[src/include/srz_defines.svh]
`ifndef SRZ_DEFINES_SVH
`define SRZ_DEFINES_SVH

// register map of the sequencer, word addresses on the software port
`define SRZ_ADDR_W 4
`define SRZ_REG_CTRL 4'h0
`define SRZ_REG_PULSE 4'h1
`define SRZ_REG_DELAY 4'h2
`define SRZ_REG_STATUS 4'h3
// control register fields
`define SRZ_CTRL_ZVS_BIT 0
`define SRZ_CTRL_VALLEY_BIT 1
// status register fields
`define SRZ_STAT_GATE_BIT 0
`define SRZ_STAT_MODE_BIT 1
`define SRZ_STAT_DCM_BIT 2
// counter width, reset values and count constants
`define SRZ_CNT_W 16
`define SRZ_PULSE_RST 16'h0010
`define SRZ_DELAY_RST 16'h0020
`define SRZ_CNT_ONE 16'h0001
`define SRZ_CNT_ZERO 16'h0000

`endif

[src/include/srz_pkg.sv]
package srz_pkg;
    typedef enum logic [2:0] {
        SRZ_IDLE = 3'b000,
        SRZ_COND = 3'b001,
        SRZ_WAIT = 3'b010,
        SRZ_PULSE = 3'b011,
        SRZ_DELAY = 3'b100,
        SRZ_REQ = 3'b101
    } srz_state_t;

    typedef logic [15:0] srz_count_t;
    typedef logic [3:0] srz_addr_t;
endpackage

[src/include/srz_cfg_if.sv]
`timescale 1ns/1ps
// configuration link between the host end and the sequencer
interface srz_cfg_if;
    logic zvsEnable;
    logic valleyEnable;
    logic [15:0] pulseCycles;
    logic [15:0] delayCycles;
    logic gateOn;
    logic zvsActive;
    logic dcmSeen;

    modport device (
        input zvsEnable,
        input valleyEnable,
        input pulseCycles,
        input delayCycles,
        output gateOn,
        output zvsActive,
        output dcmSeen
    );
    modport host (
        output zvsEnable,
        output valleyEnable,
        output pulseCycles,
        output delayCycles,
        input gateOn,
        input zvsActive,
        input dcmSeen
    );
endinterface

[src/hw/srz_sequencer.sv]
`timescale 1ns/1ps
`include "srz_defines.svh"
// Contract
// - valley mode: one rectifier pulse per cycle
// - continuous: gate off before next request
// - discontinuous valley: off below off threshold
// - zero-voltage continuous cycle equals valley mode
// - zero-voltage discontinuous: extra pulse before request
// - extra pulse length set by host
// - after pulse, gate off, programmed delay
// - reset leaves zero-voltage mode disabled
// - host toggles mode; disable reverts valley
// - never request while gate asserted
// - host enables valley switching with mode
// - valley mode request at winding peak
// - host sets delay near half ring
// - host serial clock 535 kHz or below; here the host writes a parallel register bus on the 100 MHz clock
// - host tunes settings before line sensing
module srz_sequencer (
    input wire logic clk,
    input wire logic arst_n,
    srz_cfg_if.device cfg,
    input wire logic condStart,
    input wire logic dropBelowThr,
    input wire logic needCycle,
    input wire logic fwdPeak,
    output logic gateOut,
    output logic primaryReq
);
    import srz_pkg::*;

    // ==========================================================
    // input synchronisers
    // ==========================================================
    logic [3:0] syncA_q;
    logic [3:0] syncB_q;
    logic [3:0] syncA_d;
    logic [3:0] syncB_d;
    logic cStart;
    logic dropLow;
    logic needReq;
    logic peak;

    always_comb begin
        syncA_d = {fwdPeak, needCycle, dropBelowThr, condStart};
        syncB_d = syncA_q;
    end

    always_ff @(posedge clk or negedge arst_n) begin
        if (!arst_n) begin
            syncA_q <= 4'h0;
            syncB_q <= 4'h0;
        end else begin
            syncA_q <= syncA_d;
            syncB_q <= syncB_d;
        end
    end

    assign cStart = syncB_q[0];
    assign dropLow = syncB_q[1];
    assign needReq = syncB_q[2];
    assign peak = syncB_q[3];

    // ==========================================================
    // sequencer
    // ==========================================================
    srz_state_t state_q;
    srz_state_t state_d;
    srz_count_t cnt_q;
    srz_count_t cnt_d;
    logic gate_q;
    logic gate_d;
    logic req_q;
    logic req_d;
    logic dcm_q;
    logic dcm_d;
    logic zvs_q;
    logic zvs_d;

    always_comb begin
        state_d = state_q;
        cnt_d = cnt_q;
        gate_d = gate_q;
        req_d = 1'b0;
        dcm_d = dcm_q;
        zvs_d = zvs_q;
        case (state_q)
            SRZ_IDLE: begin
                if (cStart) begin
                    state_d = SRZ_COND;
                    gate_d = 1'b1;
                    dcm_d = 1'b0;
                    zvs_d = cfg.zvsEnable;
                end
            end
            SRZ_COND: begin
                if (needReq) begin
                    // continuous cycle: drop gate, request next cycle
                    gate_d = 1'b0;
                    state_d = SRZ_REQ;
                end else if (dropLow) begin
                    gate_d = 1'b0;
                    dcm_d = 1'b1;
                    state_d = SRZ_WAIT;
                end
            end
            SRZ_WAIT: begin
                if (needReq && (zvs_q || !cfg.valleyEnable || peak)) begin
                    if (zvs_q) begin
                        gate_d = 1'b1;
                        cnt_d = (cfg.pulseCycles == `SRZ_CNT_ZERO) ?
                            `SRZ_CNT_ONE : cfg.pulseCycles;
                        state_d = SRZ_PULSE;
                    end else begin
                        state_d = SRZ_REQ;
                    end
                end
            end
            SRZ_PULSE: begin
                if (cnt_q == `SRZ_CNT_ONE) begin
                    gate_d = 1'b0;
                    cnt_d = cfg.delayCycles;
                    state_d = (cfg.delayCycles == `SRZ_CNT_ZERO) ? SRZ_REQ : SRZ_DELAY;
                end else begin
                    cnt_d = cnt_q - `SRZ_CNT_ONE;
                end
            end
            SRZ_DELAY: begin
                if (cnt_q <= `SRZ_CNT_ONE) begin
                    state_d = SRZ_REQ;
                end else begin
                    cnt_d = cnt_q - `SRZ_CNT_ONE;
                end
            end
            SRZ_REQ: begin
                req_d = ~gate_q;
                state_d = SRZ_IDLE;
            end
            default: begin
                state_d = SRZ_IDLE;
                gate_d = 1'b0;
            end
        endcase
    end

    always_ff @(posedge clk or negedge arst_n) begin
        if (!arst_n) begin
            state_q <= SRZ_IDLE;
            cnt_q <= `SRZ_CNT_ZERO;
            gate_q <= 1'b0;
            req_q <= 1'b0;
            dcm_q <= 1'b0;
            zvs_q <= 1'b0;
        end else begin
            state_q <= state_d;
            cnt_q <= cnt_d;
            gate_q <= gate_d;
            req_q <= req_d;
            dcm_q <= dcm_d;
            zvs_q <= zvs_d;
        end
    end

    assign gateOut = gate_q;
    assign primaryReq = req_q;
    assign cfg.gateOn = gate_q;
    assign cfg.zvsActive = zvs_q;
    assign cfg.dcmSeen = dcm_q;
endmodule

[src/flat_wrapper.sv]
// flat-port wrapper written by rule: the top's interface ports become plain ports
module srz_sequencer_flat import srz_pkg::*;
  (clk, arst_n, condStart, dropBelowThr, needCycle, fwdPeak, gateOut, primaryReq, cfg_zvsEnable, cfg_valleyEnable, cfg_pulseCycles, cfg_delayCycles, cfg_gateOn, cfg_zvsActive, cfg_dcmSeen);
  srz_cfg_if cfg_i ();
  input wire logic clk;
  input wire logic arst_n;
  input wire logic condStart;
  input wire logic dropBelowThr;
  input wire logic needCycle;
  input wire logic fwdPeak;
  output logic gateOut;
  output logic primaryReq;
  input wire logic [$bits(cfg_i.zvsEnable)-1:0] cfg_zvsEnable;
  input wire logic [$bits(cfg_i.valleyEnable)-1:0] cfg_valleyEnable;
  input wire logic [$bits(cfg_i.pulseCycles)-1:0] cfg_pulseCycles;
  input wire logic [$bits(cfg_i.delayCycles)-1:0] cfg_delayCycles;
  output wire logic [$bits(cfg_i.gateOn)-1:0] cfg_gateOn;
  output wire logic [$bits(cfg_i.zvsActive)-1:0] cfg_zvsActive;
  output wire logic [$bits(cfg_i.dcmSeen)-1:0] cfg_dcmSeen;
  assign cfg_i.zvsEnable = cfg_zvsEnable;
  assign cfg_i.valleyEnable = cfg_valleyEnable;
  assign cfg_i.pulseCycles = cfg_pulseCycles;
  assign cfg_i.delayCycles = cfg_delayCycles;
  assign cfg_gateOn = cfg_i.gateOn;
  assign cfg_zvsActive = cfg_i.zvsActive;
  assign cfg_dcmSeen = cfg_i.dcmSeen;
  srz_sequencer u_core (.clk(clk), .arst_n(arst_n), .cfg(cfg_i), .condStart(condStart), .dropBelowThr(dropBelowThr), .needCycle(needCycle), .fwdPeak(fwdPeak), .gateOut(gateOut), .primaryReq(primaryReq));
endmodule
[config.mk]
export PLATFORM = sky130hd
export DESIGN_NAME = srz_sequencer_flat
export DESIGN_NICKNAME = d
export VERILOG_FILES = /design/src/include/srz_pkg.sv /design/src/include/srz_cfg_if.sv /design/src/hw/srz_sequencer.sv /design/src/flat_wrapper.sv
export VERILOG_INCLUDE_DIRS = /design/src /design/src/include
export SDC_FILE = /design/constraint.sdc
export NUM_CORES = 1
export LEC_CHECK = 0
export BUFFER_PORTS_ARGS = -buffer_cell sky130_fd_sc_hd__buf_2
export CAP_MARGIN = 40
export CORE_MARGIN = 3
export CORE_UTILIZATION = 55
export CTS_BUF_LIST = sky130_fd_sc_hd__clkbuf_2 sky130_fd_sc_hd__clkbuf_4 sky130_fd_sc_hd__clkbuf_8
export CTS_CLUSTER_SIZE = 25
export DETAILED_ROUTE_END_ITERATION = 10
export PLACE_DENSITY = 0.81
export SYNTH_ARGS = -nofsm -noshare
export SYNTH_HDL_FRONTEND = slang
export SYNTH_SLANG_ARGS = --single-unit
[constraint.sdc]
create_clock -name clk -period 3.05 [get_ports clk]
set_clock_uncertainty 0.15 [all_clocks]
set_input_delay 0.915 -clock clk [delete_from_list [all_inputs] [get_ports clk]]
set_output_delay 0.915 -clock clk [all_outputs]
set_load 0.01 [all_outputs]
==> summary.md <==
| Metric | Value |
|---|---|
| Placer congestion estimate | `0.938` |
| Clk_lat worst skew | `0.34 ns` |
| # rows | `21` |
| Filler instances | `283` |
| Tcrit/Tclk final | `79.7%` |
| Static Leak | `0.979 nW` |
| Setup-failing EPs final | `0` |
| Total negative slack | `0 ns` |
| Most numerous cell in the Yosys netlist | `dfrtp_1` |
| Synth Net Count | `247` |
| Via/cell ratio | `6.08` |
| CP cell instances | `ha_1 > nor4b_2 > nand4_4 > nor3_4 > a22oi_1 > o21ai_1 > mux2_4` |
| Worst path required time | `3.19 ns` |
| Final Hold Fails | `0` |
| Synth area leader | `dfrtp_1` |
| Cell count after synthesis | `205` |
| R2R Setup Slk | `0.62 ns` |
| Detailed Route Iter0 Violations | `209` |
| Post-Syn Area | `0.00196 mm²` |
| Port Buffer Count | `44` |
| Status | `finished, final reports clean` |
| FF/Latch Area | `776 µm²` |
| Worst path top cell family by delay | `simple AND/OR/NAND/NOR gates` |
| Register area share after synthesis | `39.6%` |
| Worst Path Arrival | `2.57 ns` |
| #FFs+latches synth | `31` |
| Hold crit path type | `register to register` |
| Most frequent cells after synthesis | `dfrtp_1 (31), o21ai_1 (30), a21oi_1 (26), nor2_1 (16), nor4_1 (11)` |
| Largest cells by area after synthesis | `dfrtp_1 (40%), o21ai_1 (7.7%), a21oi_1 (6.6%)` |
| Critical path depth in cells | `7` |
| GRT Util Overall | `24.7%` |
| Max capacitance violation total | `0` |
| Multi-input logic area | `0.00109 mm²` |
| Crit path buf inv count | `0` |
| Post-layout net count | `295` |
| Final core occ | `67.3%` |
| DIE AREA | `0.00431 mm²` |
| Die width | `65.7 µm` |
| Max incr delay on CP | `0.58 ns` |
| Core footprint | `0.00339 mm²` |
| Slowest cell on crit path | `nor3_4` |
| Avg WL per Cell | `16.1 µm` |
| Vias in the first global route | `1735` |
| Clock slew at reported path FFs | `0.11 ns` |
| Share of cells above drive strength 1 | `31.9%` |
| RR Startpoint | `u_core.cnt_q[0]$_DFFE_PN0P_` |
| Root buffer cell | `clkbuf_4` |
| Post-route ant nets | `0` |
| Global-route wire length before repair | `8.07 mm` |
| Cell variety after synth | `47` |
| Drt pass-1 iters | `4` |
| Layout area overhead | `16.4%` |
| Ys async rst share | `100%` |
| Pwr Density | `313 mW/mm²` |
| Reg2Reg Capture Point | `u_core.cnt_q[0]$_DFFE_PN0P_` |
| CTS Sinks | `31` |
| Max rail drop VDD | `0.000231 V` |
| Chip height | `65.7 µm` |
| Residual DRC | `0` |
| Post-CTS Hold Buffers | `0` |
| Critical path endpoint | `u_core.cnt_q[0]$_DFFE_PN0P_` |
| Syn_area_per_cell | `9.55 µm²` |
| Drt total wl | `4.82 mm` |
| Synth Warn # | `0` |
| Gates resized, CTS repair | `0` |
| Initial Util | `57.8%` |
| Reg2reg path depth | `7` |
| Crit. Startpoint | `u_core.cnt_q[0]$_DFFE_PN0P_` |
| Max Freq | `0.412 GHz` |
| EDFF count, synth | `0` |
| Max-slew violation count | `0` |
| Share of the synthesized area in the top cell type | `39.6%` |
| Max clock buf depth | `2` |
| Slew @ Worst Pin | `0.696 ns` |
| Crit. End Element | `register` |
| H-Tree Depth | `2` |
| Vias | `1823` |
| Top Ports | `45` |
| Slew HR | `53.4%` |
| CTS tree | `done` |
| CP Launch Type | `register` |
| CP max FO | `16` |
| Tmin final | `2.43 ns` |
| Initial antenna violation count | `0` |
| HPWL after DPL | `3.77 mm` |
| Post-CTS setup buffers | `0` |
| Largest net degree at the start of global routing | `32` |
| N_diodes | `0` |
| Crit Path Class | `register to register` |
| GRT overflow | `0` |
| Dominant register cell in the synthesized netlist | `dfrtp_1` |
| Num CTS Buffers | `5` |
| RSZ-0062 raised after global routing | `no` |
## power breakdown
part	leakage, nW	internal, mW	switching, mW
registers	0.335	0.417	0.00398
logic	0.617	0.0227	0.0290
clock network	0.0272	0.0878	0.152
total	0.979	0.527	0.185
## cells by family after synthesis
group,after synthesis,synth area share (%)
muxes,3,1.92
DFF,31,39.6
and+or+nand+nor,68,23.3
adders and majority gates,2,1.28
AOI/OAI and AO/OA,84,29.0
buffers and inverters,17,4.92
## flip-flops by register name (all words and copies together), names as in the netlist
| signal | cells |
|---|---|
| u_core.primaryReq | 1 |
| u_core.cfg.gateOn | 1 |
| u_core.state_q | 3 |
| u_core.syncA_q | 4 |
| u_core.cfg.dcmSeen | 1 |
| u_core.cfg.zvsActive | 1 |
| u_core.cnt_q | 16 |
| u_core.syncB_q | 4 |
## worst reg2reg max path, cell delays in order, from the launching register on
cell and delay, ns:
dfrtp_1 0.47, ha_1 0.20, nor4b_2 0.29, nand4_4 0.19
nor3_4 0.58, a22oi_1 0.24, o21ai_1 0.12, mux2_4 0.15
## how the worst min path moves through the flow
stage	startpoint	end	slack [ns]	depth (start not counted)
after floorplan	u_core.syncA_q[0]$_DFF_PN0_	u_core.syncB_q[0]$_DFF_PN0_	0.18	0
after global placement	u_core.syncA_q[1]$_DFF_PN0_	u_core.syncB_q[1]$_DFF_PN0_	0.18	0
after detailed placement	u_core.syncA_q[3]$_DFF_PN0_	u_core.syncB_q[3]$_DFF_PN0_	0.19	0
after CTS	u_core.syncA_q[3]$_DFF_PN0_	u_core.syncB_q[3]$_DFF_PN0_	0.21	0
after global routing	u_core.syncA_q[3]$_DFF_PN0_	u_core.syncB_q[3]$_DFF_PN0_	0.22	0
final	u_core.syncA_q[0]$_DFF_PN0_	u_core.syncB_q[0]$_DFF_PN0_	0.21	0
## placed cells by master, fill, tap and decap left out, types with 2 or more instances in the layout
cell type   netlist  routed
a21oi_1          26      26
clkinvlp_4        0       2
nor4_1           11      11
a22oi_1           2       2
nand4_1           2       2
clkbuf_4          1       5
a22o_1            6       6
ha_1              2       2
a221oi_2          3       3
inv_1             6       6
dfrtp_1          31      31
nand2_1           6       6
buf_2             2      44
nor3_1           10      10
a221oi_1          2       2
o21a_1            2       2
nor4_4            3       3
o21ai_1          30      30
buf_4             3       8
nand2b_1          3       3
o31ai_1           4       4
mux2_2            2       2
a22o_4            3       3
and2_1            3       3
nor2_1           16      16
## layout make-up
class                      count  share of cell area, %
multi-input combinational    157                   47.6
timing repair buffer          52                   12.3
tap                           46                   2.52
clock inverter                 3                  0.878
clock buffer                   5                   1.65
sequential                    31                   34.0
inverter                       6                  0.988
## layer usage
metal	global-route usage (%)	wire length (µm)	vias to the layer above
met5	0	0	-
met2	38.0	2340	62
li1	-	-	877
met3	4.62	273	7
met4	10.6	53	0
met1	33.8	2150	877
## stage by stage
stage	worst slack [ns]	power [mW]	hold slack (ns)	cells	cell area (µm²)
after CTS	0.636	0.719	0.210	300	2280
after detailed placement	0.635	0.480	0.187	292	2220
after floorplan	0.906	0.435	0.181	205	1960
after global routing	0.498	0.749	0.219	300	2280
final	0.620	0.713	0.208	300	2280
after global placement	0.673	0.479	0.181	292	2220
No activity file was read; power rests on OpenSTA's default activity.
